**config.mk**
```make
export PLATFORM = sky130hd
export DESIGN_NAME = bcp_engine
export DESIGN_NICKNAME = d
export VERILOG_FILES = /design/src/rtl/bcp_pkg.sv /design/src/rtl/bcp_ctl_if.sv /design/src/rtl/bcp_engine.sv /design/src/rtl/bcp_sync3.sv /design/src/rtl/bcp_regs.sv
export SDC_FILE = /design/constraint.sdc
export NUM_CORES = 1
export LEC_CHECK = 0
export BUFFER_PORTS_ARGS = -buffer_cell sky130_fd_sc_hd__buf_2
export CORE_ASPECT_RATIO = 2
export CORE_MARGIN = 2
export CORE_UTILIZATION = 50
export CTS_CLUSTER_SIZE = 10
export DETAILED_ROUTE_END_ITERATION = 12
export PLACE_DENSITY = 0.72
export SLEW_MARGIN = 20
export SYNTH_ARGS = -nofsm -noshare
export SYNTH_HDL_FRONTEND = slang
export SYNTH_SLANG_ARGS = --single-unit
```
**constraint.sdc**
```tcl
create_clock -name clk_sys -period 3.9 [get_ports clk_sys]
set_input_delay 0.195 -clock clk_sys [delete_from_list [all_inputs] [get_ports clk_sys]]
set_output_delay 0.195 -clock clk_sys [all_outputs]
set_load 0.01 [all_outputs]
```
**src/rtl/bcp_pkg.sv**
```systemverilog
// Shared constants and types for the buffer count loop and position store engine
package bcp_pkg;

	localparam int WORD_W = 16;
	localparam int BUS_AW = 8;
	localparam int BUS_DW = 32;

	localparam logic [15:0] OP_XFER_COUNT = 16'h2af0;
	localparam logic [15:0] OP_STORE_POS = 16'h2ae8;
	localparam logic [15:0] COUNT_STEP = 16'h0001;
	localparam int ORDER_WORDS = 3;
	localparam logic [1:0] IDX_CODE = 2'h0;
	localparam logic [1:0] IDX_TARGET = 2'h1;
	localparam logic [1:0] IDX_COUNT = 2'h2;
	localparam int COUNT_MAX = 32767;

	localparam int OPT_TABLET = 8;
	localparam int OPT_ATTENTION_ENABLE = 7;
	localparam int OPT_SET_IND = 6;
	localparam int OPT_BLANK = 5;
	localparam int BLANK_BIT = 15;

	localparam logic [7:0] REG_CTRL = 8'h00;
	localparam logic [7:0] REG_START = 8'h04;
	localparam logic [7:0] REG_STATUS = 8'h08;
	localparam logic [7:0] REG_PC = 8'h0c;
	localparam logic [7:0] REG_ORDERS = 8'h10;
	localparam logic [7:0] REG_LAST = 8'h14;

	localparam int CTRL_START = 0;
	localparam int CTRL_STOP = 1;
	localparam int CTRL_CLR_ATTENTION_ENABLE = 2;
	localparam int CTRL_CLR_TSI = 3;
	localparam int CTRL_STEP = 4;
	localparam int CTRL_RESUME = 5;

	localparam int ST_BUSY = 0;
	localparam int ST_ATTENTION_ENABLE = 1;
	localparam int ST_TSI = 2;
	localparam int ST_ERR = 3;
	localparam int ST_TIP = 4;
	localparam int ST_BRANCH = 5;

	typedef enum logic [3:0] {
		S_IDLE,
		S_FETCH,
		S_WAIT,
		S_LATCH,
		S_EXEC,
		S_WR_CNT,
		S_WR_X,
		S_WR_Y,
		S_NEXT
	} bcp_state_t;

endpackage : bcp_pkg

```
**src/rtl/bcp_ctl_if.sv**
```systemverilog
// Control and status bundle between the order engine and its register file
`timescale 1ns/1ns
`default_nettype none
interface bcp_ctl_if;
	logic start;
	logic resume;
	logic stop;
	logic step_mode;
	logic [15:0] start_addr;
	logic set_attention_enable;
	logic set_tsi;
	logic busy;
	logic err;
	logic branched;
	logic tip;
	logic [15:0] pc_byte;
	logic [15:0] last_op;
	logic [15:0] order_cnt;

	modport eng (
		input start, resume, stop, step_mode, start_addr,
		output set_attention_enable, set_tsi, busy, err, branched, tip, pc_byte, last_op, order_cnt
	);
	modport regs (
		output start, resume, stop, step_mode, start_addr,
		input set_attention_enable, set_tsi, busy, err, branched, tip, pc_byte, last_op, order_cnt
	);
endinterface : bcp_ctl_if
`default_nettype wire

```
**src/rtl/bcp_engine.sv**
```systemverilog
// Buffer program engine: counted-loop transfer and position store orders
//
// The address-and-strobe port and the register addresses were chosen for this implementation.
`timescale 1ns/1ns
`default_nettype none
module bcp_engine #(
	parameter int AW = 15,
	parameter int CW = 12
) (
	input wire logic clk_sys,
	input wire logic rstn,
	input wire logic [bcp_pkg::BUS_AW-1:0] reg_addr,
	input wire logic [bcp_pkg::BUS_DW-1:0] reg_wr_data,
	input wire logic reg_wr,
	input wire logic reg_rd,
	output logic [bcp_pkg::BUS_DW-1:0] reg_rd_data,
	output var logic [AW-1:0] mem_addr,
	output var logic mem_rd,
	output var logic mem_wr,
	output var logic [bcp_pkg::WORD_W-1:0] mem_wr_data,
	input wire logic [bcp_pkg::WORD_W-1:0] mem_rd_data,
	input wire logic [CW-1:0] beam_x,
	input wire logic [CW-1:0] beam_y,
	input wire logic [CW-1:0] tablet_x,
	input wire logic [CW-1:0] tablet_y,
	input wire logic tip_switch,
	output logic attention,
	output logic tip_switch_indicator
);
	localparam int SW = 2 * CW + 1;

	bcp_ctl_if ctl ();

	bcp_regs u_regs (
		.clk_sys(clk_sys),
		.rstn(rstn),
		.addr(reg_addr),
		.wr_data(reg_wr_data),
		.wr_en(reg_wr),
		.rd_en(reg_rd),
		.rd_data(reg_rd_data),
		.attention(attention),
		.tip_switch_indicator(tip_switch_indicator),
		.ctl(ctl)
	);

	logic [SW-1:0] pins_s;
	logic [CW-1:0] tab_x_s;
	logic [CW-1:0] tab_y_s;
	logic tip_s;

	bcp_sync3 #(
		.W(SW)
	) u_sync (
		.clk_sys(clk_sys),
		.rstn(rstn),
		.d({tip_switch, tablet_y, tablet_x}),
		.q(pins_s)
	);

	assign tab_x_s = pins_s[CW-1:0];
	assign tab_y_s = pins_s[2*CW-1:CW];
	assign tip_s = pins_s[SW-1];

	bcp_pkg::bcp_state_t state_r;
	bcp_pkg::bcp_state_t state_nxt;
	logic [AW-1:0] pc_r;
	logic [AW-1:0] pc_nxt;
	logic [1:0] widx_r;
	logic [1:0] widx_nxt;
	logic [bcp_pkg::WORD_W-1:0] ow_r [0:bcp_pkg::ORDER_WORDS-1];
	logic latch_en;
	logic [AW-1:0] mem_addr_nxt;
	logic mem_rd_nxt;
	logic mem_wr_nxt;
	logic [bcp_pkg::WORD_W-1:0] mem_wr_data_nxt;
	logic err_r;
	logic err_nxt;
	logic stop_pend_r;
	logic branched_r;
	logic branched_nxt;
	logic set_attention_enable_r;
	logic set_attention_enable_nxt;
	logic set_tsi_r;
	logic set_tsi_nxt;
	logic [15:0] order_cnt_r;
	logic [15:0] order_cnt_nxt;

	// Order decode
	logic [bcp_pkg::WORD_W-1:0] code_w;
	logic [bcp_pkg::WORD_W-1:0] opt_w;
	logic is_count;
	logic is_store;
	logic new_code_ok;
	logic [bcp_pkg::WORD_W-1:0] cnt_dec;
	logic cnt_branch;
	logic [AW-1:0] branch_tgt;
	logic [AW-1:0] seq_pc;
	logic [AW-1:0] store_base;
	logic [AW-1:0] cnt_word_addr;
	logic [CW-1:0] pos_x;
	logic [CW-1:0] pos_y;
	logic [bcp_pkg::WORD_W-1:0] x_word;
	logic [bcp_pkg::WORD_W-1:0] y_word;

	assign code_w = ow_r[bcp_pkg::IDX_CODE];
	assign opt_w = ow_r[bcp_pkg::IDX_TARGET];
	assign is_count = code_w == bcp_pkg::OP_XFER_COUNT;
	assign is_store = code_w == bcp_pkg::OP_STORE_POS;
	assign new_code_ok = mem_rd_data == bcp_pkg::OP_XFER_COUNT || mem_rd_data == bcp_pkg::OP_STORE_POS;
	// Unsigned wrap takes a zero count to all ones, which then branches
	assign cnt_dec = ow_r[bcp_pkg::IDX_COUNT] - bcp_pkg::COUNT_STEP;
	assign cnt_branch = cnt_dec != '0;
	assign branch_tgt = ow_r[bcp_pkg::IDX_TARGET][AW:1];
	assign seq_pc = pc_r + AW'(bcp_pkg::ORDER_WORDS);
	assign cnt_word_addr = pc_r + AW'(bcp_pkg::IDX_COUNT);
	assign store_base = ow_r[bcp_pkg::IDX_COUNT][AW:1];
	assign pos_x = opt_w[bcp_pkg::OPT_TABLET] ? tab_x_s : beam_x;
	assign pos_y = opt_w[bcp_pkg::OPT_TABLET] ? tab_y_s : beam_y;

	always_comb begin
		x_word = {{(bcp_pkg::WORD_W-CW){1'b0}}, pos_x};
		x_word[bcp_pkg::BLANK_BIT] = opt_w[bcp_pkg::OPT_BLANK];
		y_word = {{(bcp_pkg::WORD_W-CW){1'b0}}, pos_y};
	end

	always_comb begin
		state_nxt = state_r;
		pc_nxt = pc_r;
		widx_nxt = widx_r;
		latch_en = 1'b0;
		mem_addr_nxt = mem_addr;
		mem_rd_nxt = 1'b0;
		mem_wr_nxt = 1'b0;
		mem_wr_data_nxt = mem_wr_data;
		err_nxt = err_r;
		branched_nxt = branched_r;
		set_attention_enable_nxt = 1'b0;
		set_tsi_nxt = 1'b0;
		order_cnt_nxt = order_cnt_r;
		case (state_r)
			bcp_pkg::S_IDLE: begin
				if (ctl.start) begin
					pc_nxt = ctl.start_addr[AW:1];
					widx_nxt = bcp_pkg::IDX_CODE;
					err_nxt = 1'b0;
					state_nxt = bcp_pkg::S_FETCH;
				end else if (ctl.resume && !err_r) begin
					widx_nxt = bcp_pkg::IDX_CODE;
					state_nxt = bcp_pkg::S_FETCH;
				end
			end
			bcp_pkg::S_FETCH: begin
				mem_rd_nxt = 1'b1;
				mem_addr_nxt = pc_r + AW'(widx_r);
				state_nxt = bcp_pkg::S_WAIT;
			end
			bcp_pkg::S_WAIT: begin
				state_nxt = bcp_pkg::S_LATCH;
			end
			bcp_pkg::S_LATCH: begin
				latch_en = 1'b1;
				if (widx_r == bcp_pkg::IDX_CODE && !new_code_ok) begin
					// Orders outside this engine halt it rather than being skipped blindly
					err_nxt = 1'b1;
					state_nxt = bcp_pkg::S_IDLE;
				end else if (widx_r == bcp_pkg::IDX_COUNT) begin
					state_nxt = bcp_pkg::S_EXEC;
				end else begin
					widx_nxt = widx_r + 2'h1;
					state_nxt = bcp_pkg::S_FETCH;
				end
			end
			bcp_pkg::S_EXEC: begin
				mem_wr_nxt = 1'b1;
				if (is_count) begin
					mem_addr_nxt = cnt_word_addr;
					mem_wr_data_nxt = cnt_dec;
					branched_nxt = cnt_branch;
					state_nxt = bcp_pkg::S_WR_CNT;
				end else begin
					mem_addr_nxt = store_base;
					mem_wr_data_nxt = x_word;
					set_attention_enable_nxt = opt_w[bcp_pkg::OPT_ATTENTION_ENABLE] && tip_s;
					set_tsi_nxt = opt_w[bcp_pkg::OPT_SET_IND];
					state_nxt = bcp_pkg::S_WR_X;
				end
			end
			bcp_pkg::S_WR_CNT: begin
				// Write-back is on the memory port this cycle, ahead of any fetch
				state_nxt = bcp_pkg::S_NEXT;
			end
			bcp_pkg::S_WR_X: begin
				mem_wr_nxt = 1'b1;
				mem_addr_nxt = store_base + AW'(1);
				mem_wr_data_nxt = y_word;
				state_nxt = bcp_pkg::S_WR_Y;
			end
			bcp_pkg::S_WR_Y: begin
				state_nxt = bcp_pkg::S_NEXT;
			end
			bcp_pkg::S_NEXT: begin
				pc_nxt = (is_count && cnt_branch) ? branch_tgt : seq_pc;
				widx_nxt = bcp_pkg::IDX_CODE;
				order_cnt_nxt = order_cnt_r + 16'h0001;
				if (stop_pend_r || ctl.stop || ctl.step_mode) begin
					state_nxt = bcp_pkg::S_IDLE;
				end else begin
					state_nxt = bcp_pkg::S_FETCH;
				end
			end
			default: begin
				state_nxt = bcp_pkg::S_IDLE;
			end
		endcase
	end

	always_ff @(posedge clk_sys or negedge rstn) begin
		if (!rstn) begin
			state_r <= bcp_pkg::S_IDLE;
			pc_r <= '0;
			widx_r <= '0;
		end else begin
			state_r <= state_nxt;
			pc_r <= pc_nxt;
			widx_r <= widx_nxt;
		end
	end

	always_ff @(posedge clk_sys or negedge rstn) begin
		if (!rstn) begin
			for (int i = 0; i < bcp_pkg::ORDER_WORDS; i++) begin
				ow_r[i] <= '0;
			end
		end else if (latch_en) begin
			ow_r[widx_r] <= mem_rd_data;
		end
	end

	always_ff @(posedge clk_sys or negedge rstn) begin
		if (!rstn) begin
			mem_addr <= '0;
			mem_rd <= 1'b0;
			mem_wr <= 1'b0;
			mem_wr_data <= '0;
		end else begin
			mem_addr <= mem_addr_nxt;
			mem_rd <= mem_rd_nxt;
			mem_wr <= mem_wr_nxt;
			mem_wr_data <= mem_wr_data_nxt;
		end
	end

	// A stop is held until the order in flight has finished its writes
	always_ff @(posedge clk_sys or negedge rstn) begin
		if (!rstn) begin
			stop_pend_r <= 1'b0;
		end else if (state_r == bcp_pkg::S_IDLE || state_r == bcp_pkg::S_NEXT) begin
			stop_pend_r <= 1'b0;
		end else if (ctl.stop) begin
			stop_pend_r <= 1'b1;
		end
	end

	always_ff @(posedge clk_sys or negedge rstn) begin
		if (!rstn) begin
			err_r <= 1'b0;
			branched_r <= 1'b0;
			set_attention_enable_r <= 1'b0;
			set_tsi_r <= 1'b0;
			order_cnt_r <= '0;
		end else begin
			err_r <= err_nxt;
			branched_r <= branched_nxt;
			set_attention_enable_r <= set_attention_enable_nxt;
			set_tsi_r <= set_tsi_nxt;
			order_cnt_r <= order_cnt_nxt;
		end
	end

	assign ctl.busy = state_r != bcp_pkg::S_IDLE;
	assign ctl.err = err_r;
	assign ctl.branched = branched_r;
	assign ctl.set_attention_enable = set_attention_enable_r;
	assign ctl.set_tsi = set_tsi_r;
	assign ctl.tip = tip_s;
	assign ctl.pc_byte = 16'({pc_r, 1'b0});
	assign ctl.last_op = code_w;
	assign ctl.order_cnt = order_cnt_r;
endmodule : bcp_engine
`default_nettype wire

```
**src/rtl/bcp_sync3.sv**
```systemverilog
// Three-stage pin synchroniser with agreement filter, one lane per bit
`timescale 1ns/1ns
`default_nettype none
module bcp_sync3 #(
	parameter int W = 1
) (
	input wire logic clk_sys,
	input wire logic rstn,
	input wire logic [W-1:0] d,
	output var logic [W-1:0] q
);
	// Lanes settle independently; a multi-bit value may be torn for a cycle while it moves
	for (genvar i = 0; i < W; i++) begin : g_lane
		logic [2:0] s;
		always_ff @(posedge clk_sys or negedge rstn) begin
			if (!rstn) begin
				s <= '0;
			end else begin
				s <= {s[1:0], d[i]};
			end
		end
		always_ff @(posedge clk_sys or negedge rstn) begin
			if (!rstn) begin
				q[i] <= 1'b0;
			end else if (s[1] == s[2]) begin
				q[i] <= s[2];
			end
		end
	end
endmodule : bcp_sync3
`default_nettype wire

```
**src/rtl/bcp_regs.sv**
```systemverilog
// Software register file for the order engine
`timescale 1ns/1ns
`default_nettype none
module bcp_regs (
	input wire logic clk_sys,
	input wire logic rstn,
	input wire logic [bcp_pkg::BUS_AW-1:0] addr,
	input wire logic [bcp_pkg::BUS_DW-1:0] wr_data,
	input wire logic wr_en,
	input wire logic rd_en,
	output var logic [bcp_pkg::BUS_DW-1:0] rd_data,
	output var logic attention,
	output var logic tip_switch_indicator,
	bcp_ctl_if.regs ctl
);
	logic hit_ctrl;
	logic hit_start;
	logic hit_status;
	logic hit_pc;
	logic hit_orders;
	logic hit_last;
	logic wr_ctrl;
	logic [bcp_pkg::BUS_DW-1:0] status_word;
	logic [bcp_pkg::BUS_DW-1:0] rd_mux;

	assign hit_ctrl = addr == bcp_pkg::REG_CTRL;
	assign hit_start = addr == bcp_pkg::REG_START;
	assign hit_status = addr == bcp_pkg::REG_STATUS;
	assign hit_pc = addr == bcp_pkg::REG_PC;
	assign hit_orders = addr == bcp_pkg::REG_ORDERS;
	assign hit_last = addr == bcp_pkg::REG_LAST;
	assign wr_ctrl = wr_en && hit_ctrl;

	always_comb begin
		status_word = '0;
		status_word[bcp_pkg::ST_BUSY] = ctl.busy;
		status_word[bcp_pkg::ST_ATTENTION_ENABLE] = attention;
		status_word[bcp_pkg::ST_TSI] = tip_switch_indicator;
		status_word[bcp_pkg::ST_ERR] = ctl.err;
		status_word[bcp_pkg::ST_TIP] = ctl.tip;
		status_word[bcp_pkg::ST_BRANCH] = ctl.branched;
	end

	assign rd_mux = hit_ctrl ? {{(bcp_pkg::BUS_DW-1){1'b0}}, ctl.step_mode} << bcp_pkg::CTRL_STEP :
		hit_start ? {16'h0000, ctl.start_addr} :
		hit_status ? status_word :
		hit_pc ? {16'h0000, ctl.pc_byte} :
		hit_orders ? {16'h0000, ctl.order_cnt} :
		hit_last ? {16'h0000, ctl.last_op} : '0;

	always_ff @(posedge clk_sys or negedge rstn) begin
		if (!rstn) begin
			rd_data <= '0;
		end else begin
			rd_data <= rd_en ? rd_mux : '0;
		end
	end

	always_ff @(posedge clk_sys or negedge rstn) begin
		if (!rstn) begin
			ctl.start <= 1'b0;
			ctl.resume <= 1'b0;
			ctl.stop <= 1'b0;
			ctl.step_mode <= 1'b0;
			ctl.start_addr <= '0;
		end else begin
			ctl.start <= wr_ctrl && wr_data[bcp_pkg::CTRL_START];
			ctl.resume <= wr_ctrl && wr_data[bcp_pkg::CTRL_RESUME];
			ctl.stop <= wr_ctrl && wr_data[bcp_pkg::CTRL_STOP];
			if (wr_ctrl) begin
				ctl.step_mode <= wr_data[bcp_pkg::CTRL_STEP];
			end
			if (wr_en && hit_start) begin
				ctl.start_addr <= wr_data[15:0];
			end
		end
	end

	// Hardware set beats a software clear landing in the same cycle
	always_ff @(posedge clk_sys or negedge rstn) begin
		if (!rstn) begin
			attention <= 1'b0;
			tip_switch_indicator <= 1'b0;
		end else begin
			if (ctl.set_attention_enable) begin
				attention <= 1'b1;
			end else if (wr_ctrl && wr_data[bcp_pkg::CTRL_CLR_ATTENTION_ENABLE]) begin
				attention <= 1'b0;
			end
			if (ctl.set_tsi) begin
				tip_switch_indicator <= 1'b1;
			end else if (wr_ctrl && wr_data[bcp_pkg::CTRL_CLR_TSI]) begin
				tip_switch_indicator <= 1'b0;
			end
		end
	end
endmodule : bcp_regs
`default_nettype wire

```
* Word-level counts from Yosys, hierarchy flattened
Index checks and enable logic that the tools add are counted.
** Operators by class
- $add $sub $neg :: 7
- Reduce and logical (&&, ||, !) cells :: 37
- Multiplexer cells :: 47
- Eq/ne operators :: 47
- Bitwise operators :: 1
- Order comparisons :: 2
** Operator list (number)
- 2-to-1 mux 32 bit :: 6
- bitwise mux 48 bit :: 1
- == test 16 x 14 -> 1 bit, second input constant :: 3
- 2-to-1 mux 16 bit :: 3
- 2-to-1 mux 15 bit :: 3
- one-hot mux 15 bit (3 select lines) :: 1
- demux 16 bit (select 2 bit) :: 1
- one-hot mux 16 bit (2 select lines) :: 1
- one-hot mux 4 bit (8 select lines) :: 1
- adder 15 x 2 -> 15 bit, second input constant :: 2
- one-hot mux 15 bit (2 select lines) :: 1
- == test 1 bit :: 25
- 2-to-1 mux 12 bit :: 2
- adder 16 x 1 -> 16 bit, second input constant :: 1
- == test 4 x 3 -> 1 bit, second input constant :: 4
- == test 8 x 4 -> 1 bit, second input constant :: 2
- == test 8 x 5 -> 1 bit, second input constant :: 2
- 2-to-1 mux 1 bit :: 16
- nonzero test 16 bit :: 1
- subtractor 16 x 1 -> 16 bit, second input constant :: 1
- adder 15 x 1 -> 15 bit, second input constant :: 1
- adder 15 x 2 -> 15 bit :: 1
- logical AND 1 bit :: 12
- nonzero test 2 bit :: 6
- other kinds (28) :: 44
** Word-level totals
- Register bits :: 277
- Bits of input ports :: 109

* Depth between registers and ports, before layout
- Depth after elaboration :: 8
- Depth in mapped cells :: 9
- Depth with buffers taken out :: 8

* Cells and area by module
Synthesis repeated with hierarchy kept, for this count alone.
** Unflattened totals
- Cells, all modules :: 1153
- Area total of the unflattened synthesis :: 12673.4 sq um
** By module, submodules not included
- bcp_engine :: instances 1, area an instance 7757.4 sq um, cells an instance 844
- bcp_sync3 :: instances 1, area an instance 2783.9 sq um, cells an instance 125
- bcp_regs :: instances 1, area an instance 2132.0 sq um, cells an instance 184

* Worst setup path before layout
Ideal clock, no wire load.
- Kind :: reg-to-reg
- Start :: register ow_r[1] (netlist name)
- End :: register pc_r[3]
- Path slack :: 1.328 ns
- Arrival :: 2.446 ns
- Stages on the path, launching flop included :: 9
- Setup time :: 0.126 ns
- Cell sequence :: dfrtp_1 inv_1 ha_1 a21boi_0 nand3_1 nor3_1 nor4_4 and2_1 a311o_1
** On the way
- Longest elaborated chain between the ends :: 5
** RTL lines
- from (decl) :: line bcp_engine.sv:71 : logic [bcp_pkg::WORD_W-1:0] ow_r [0:bcp_pkg::ORDER_WORDS-1];
- from (signal, indexed assignment) :: line bcp_engine.sv:236 : ow_r[widx_r] <= mem_rd_data;
- subtractor 16 x 1 -> 16 bit :: line bcp_engine.sv:112 : assign cnt_dec = ow_r[bcp_pkg::IDX_COUNT] - bcp_pkg::COUNT_STEP;
- nonzero test 16 bit :: line bcp_engine.sv:113 : assign cnt_branch = cnt_dec != '0;
- logical AND 1 bit :: line bcp_engine.sv:203 : pc_nxt = (is_count && cnt_branch) ? branch_tgt : seq_pc;
- 2-to-1 mux 15 bit :: line bcp_engine.sv:203
- one-hot mux 15 bit (2 select lines) :: line bcp_engine.sv:141 : case (state_r)
- to (signal assigned) :: line bcp_engine.sv:225 : pc_r <= pc_nxt;
- to (decl) :: line bcp_engine.sv:67 : logic [AW-1:0] pc_r;
Every way passes these cells.
A chain may end at the register's enable or synchronous reset.

* Worst setup path after layout
- Start :: register ow_r[1] (netlist name)
- End :: register pc_r[10]
The elaborated chain is that of the path after synthesis.

==> flow_summary_export.csv <==
group,metric,value,unit
global_route,grtUsageTotal,0.259,
worst_setup_path,path_buf_inv,1,
layout,syn2layout_area_growth,18.2,%
timing,slew-limit-headroom,0.374,
place,io_buffers,143,
worst_setup_path,critPathMaxFanout,10,
floorplanning,core,0.0242,sq mm
timing,rsz0062_at_grt,"no",
worst_setup_path,cpMaxStageDelayCell,"a31oi_2",
global_route,grt_antenna_before_repair,1,
timing,period_share,0.799,
global_route,grt_pass1_wl,51900,um
cts,post_cts_resized,0,
synth,syn_avg_cell_area,11.0,sq um
worst_setup_path,cp.required,4.36,ns
route,routed_wl,32900,um
run_status,status,"finished, final reports clean",
cts,clockBufferDepth,3,
timing,fmax,321,MHz
timing,setup_violations,0,
worst_setup_path,path_class,"register to register",
worst_hold_path,worstHoldPathType,"input pin to register",
global_route,grt_max_degree,119,
worst_setup_path,end_kind,"register",
cts,path_clk_slew,0.06,ns
layout,multi_input_area,0.00532,sq mm
synth,ys_async_sr_fraction,1.00,
cts,holdBufCountCts,54,
run,cap_violations,0,
timing,final_max_slew_viol_count,0,
cts,cts_tree,"yes",
power,p_int,5.79,mW
cts,cts_root_buf,"clkbuf_16",
layout,drive_gt1_frac,0.223,
power,comb_power_share,0.290,
timing,setup_tns,0,ns
synth,synth_edf_count,0,
floorplanning,rows,81,
layout,seqCellArea,0.00651,sq mm
layout,fin_nets,1406,
timing,timing.hold.ws,0.0136,ns
cts,post_cts_buffers,0,
power,power.total,8.93,mW
route,wl_met2,16500,um
synth,ys_types,80,
synth,dominantRegCellSynth,"dfrtp_1",
route,highest_layer,"met4",
power,p_switching,3.14,mW
route,wl_met3,1750,um
place,hpwl,23200,um
power,p_per_area,617,mW/mm^2
floorplanning,initial_utilization,0.505,
route,ant_nets,0,
power,clkPwrFrac,0.268,
worst_setup_path,r2r_slack,0.78,ns
route,wl_per_cell,20.9,um
cts,clk_latency,0.56,ns
worst_setup_path,crit_family,"compound AO/OA/AOI/OAI gates",
route,viasPerCell,5.97,
route,num_vias,9414,
synth,synth-warning-count,0,
timing,hold_violations,0,
synth,synthCells,1109,
route,drt_iter0_markers,874,
power,seq_power_share,0.442,
route,drt-pass1-iter-count,8,
layout,fillers,1992,
worst_setup_path,crit_chain,"inv_1 > ha_1 > or3b_2 > nor2_1 > nand4_1 > a31oi_2 > a2111oi_0 > a311oi_1",
worst_setup_path,arrival,3.58,ns
timing,min_period,3.12,ns
power,leakage,6.40,nW
worst_setup_path,critical_path.max_stage_delay,0.60,ns
route,met1_length,13300,um
timing,worst_pin_slew,0.940,ns
synth,ys_seq_area_frac,0.531,
cts,cts_sinks,260,
global_route,grt_overflow,0,
floorplanning,dieHeight,225,um
synth,synth-seq-cells,260,
floorplanning,dieWidth,115,um
place,globalplace.congestion,0.905,
synth,netlist_area,0.0122,sq mm
floorplanning,boundaryPins,176,
floorplanning,die_area,0.0258,sq mm
timing,skew,0.0139,ns
power,vdd_drop_max,0.350,mV
global_route,grt_pass1_vias,9416,
power,netSwitchingFraction,0.352,
worst_setup_path,start_kind,"register",
route,drc,0,
cts,htree_num_levels,1,
cts,cts_buffers,30,
## kinds of logic (layout without fill, tap and decap cells)
kind of cell,Yosys count,count (layout),synth area share
simple gates,309,309,0.129
flops,260,260,0.531
compound gates,228,228,0.129
buf+inv,107,268,0.0390
mux,91,91,0.0819
xor+xnor,72,72,0.0515
fa+ha+maj,41,41,0.0374
other cells,1,17,0.000306
## cells in the mapped netlist (all sizes together), types with 10 or more instances
master / number / area share
o21ai: 43 / 0.018
xor2: 30 / 0.021
nor2b: 10 / 0.0051
a21oi: 49 / 0.020
a22o: 10 / 0.0072
maj3: 25 / 0.020
nor2: 67 / 0.021
ha: 15 / 0.015
nand4: 21 / 0.011
nor3: 24 / 0.011
mux2: 73 / 0.067
nor4: 10 / 0.0063
a211oi: 42 / 0.026
inv: 19 / 0.0058
nand3: 24 / 0.0098
clkbuf: 59 / 0.018
dfrtp: 260 / 0.53
buf: 29 / 0.015
o211ai: 11 / 0.0072
xnor2: 42 / 0.030
nand2: 93 / 0.029
mux2i: 18 / 0.015
a222oi: 12 / 0.0098
## layer usage
metal / global-route usage / vias up
met1: 0.342 / 4669
met3: 0.0288 / 86
met2: 0.433 / 366
li1: - / 4293
met5: 0 / -
met4: 0.107 / 0
## registers in the layout, indices dropped and copies added, names as in the netlist, 2 cells and up
register               cells
u_sync.g_lane.s           75
u_sync.q                  25
code_w                    16
ctl.order_cnt             16
mem_wr_data               16
ow_r                      16
u_regs.ctl.start_addr     16
u_regs.rd_data            16
mem_addr                  15
opt_w                     15
pc_r                      15
state_r                    4
widx_r                     2
## worst paths after layout
check,start,to,cells past startpoint
worst min register to register,u_sync.g_lane[1].s[0],u_sync.g_lane[1].s[1],0
worst max register to register,ow_r[1],pc_r[10],8
max in group asynchronous,rstn,pc_r[13],3
worst min-delay path,mem_rd_data[6],code_w[6],2
min in group asynchronous,rstn,u_sync.g_lane[21].s[1],2
worst max-delay path,ow_r[1],pc_r[10],8
## layout make-up
type | instances | share of cell area
clock buffer | 34 | 0.0536
antenna | 1 | 0.000173
timing repair buffer | 213 | 0.0967
clock inverter | 2 | 0.00173
multi-input combinational | 757 | 0.368
tap | 290 | 0.0251
inverter | 19 | 0.00493
sequential | 260 | 0.450
## stage by stage
stage          worst slack, ns   util  instance area (sq um)  std cells
6_report                 0.784  0.597                  14500       1576
5_1_grt                  0.532  0.597                  14500       1576
3_3_place_gp             0.987  0.542                  13100       1485
3_5_place_dp             0.830  0.542                  13100       1485
4_1_cts                  0.794  0.597                  14500       1575
2_1_floorplan             1.33      -                  12300       1124
## placed cells by master (no fill, tap or decap), drive strengths merged, types with 24 or more instances in the layout
master,Yosys,layout
nand3,24,24
a211oi,42,42
mux2,73,73
o21ai,43,43
nand2,93,93
maj3,25,25
nor2,67,67
dfrtp,260,260
clkbuf,59,34
nor3,24,24
dlygate4sd3,0,54
buf,29,159
xor2,30,30
xnor2,42,42
a21oi,49,49
## power by group through the flow
stage / registers (mW) / logic [mW] / clock network (mW)
2_1_floorplan: 3.64 / 1.94 / 0
3_3_place_gp: 3.93 / 2.48 / 0
3_5_place_dp: 3.97 / 2.53 / 0
4_1_cts: 3.92 / 2.59 / 2.46
5_1_grt: 4.02 / 2.86 / 2.56
6_report: 3.94 / 2.59 / 2.39
No activity file was read; power rests on OpenSTA's default activity.
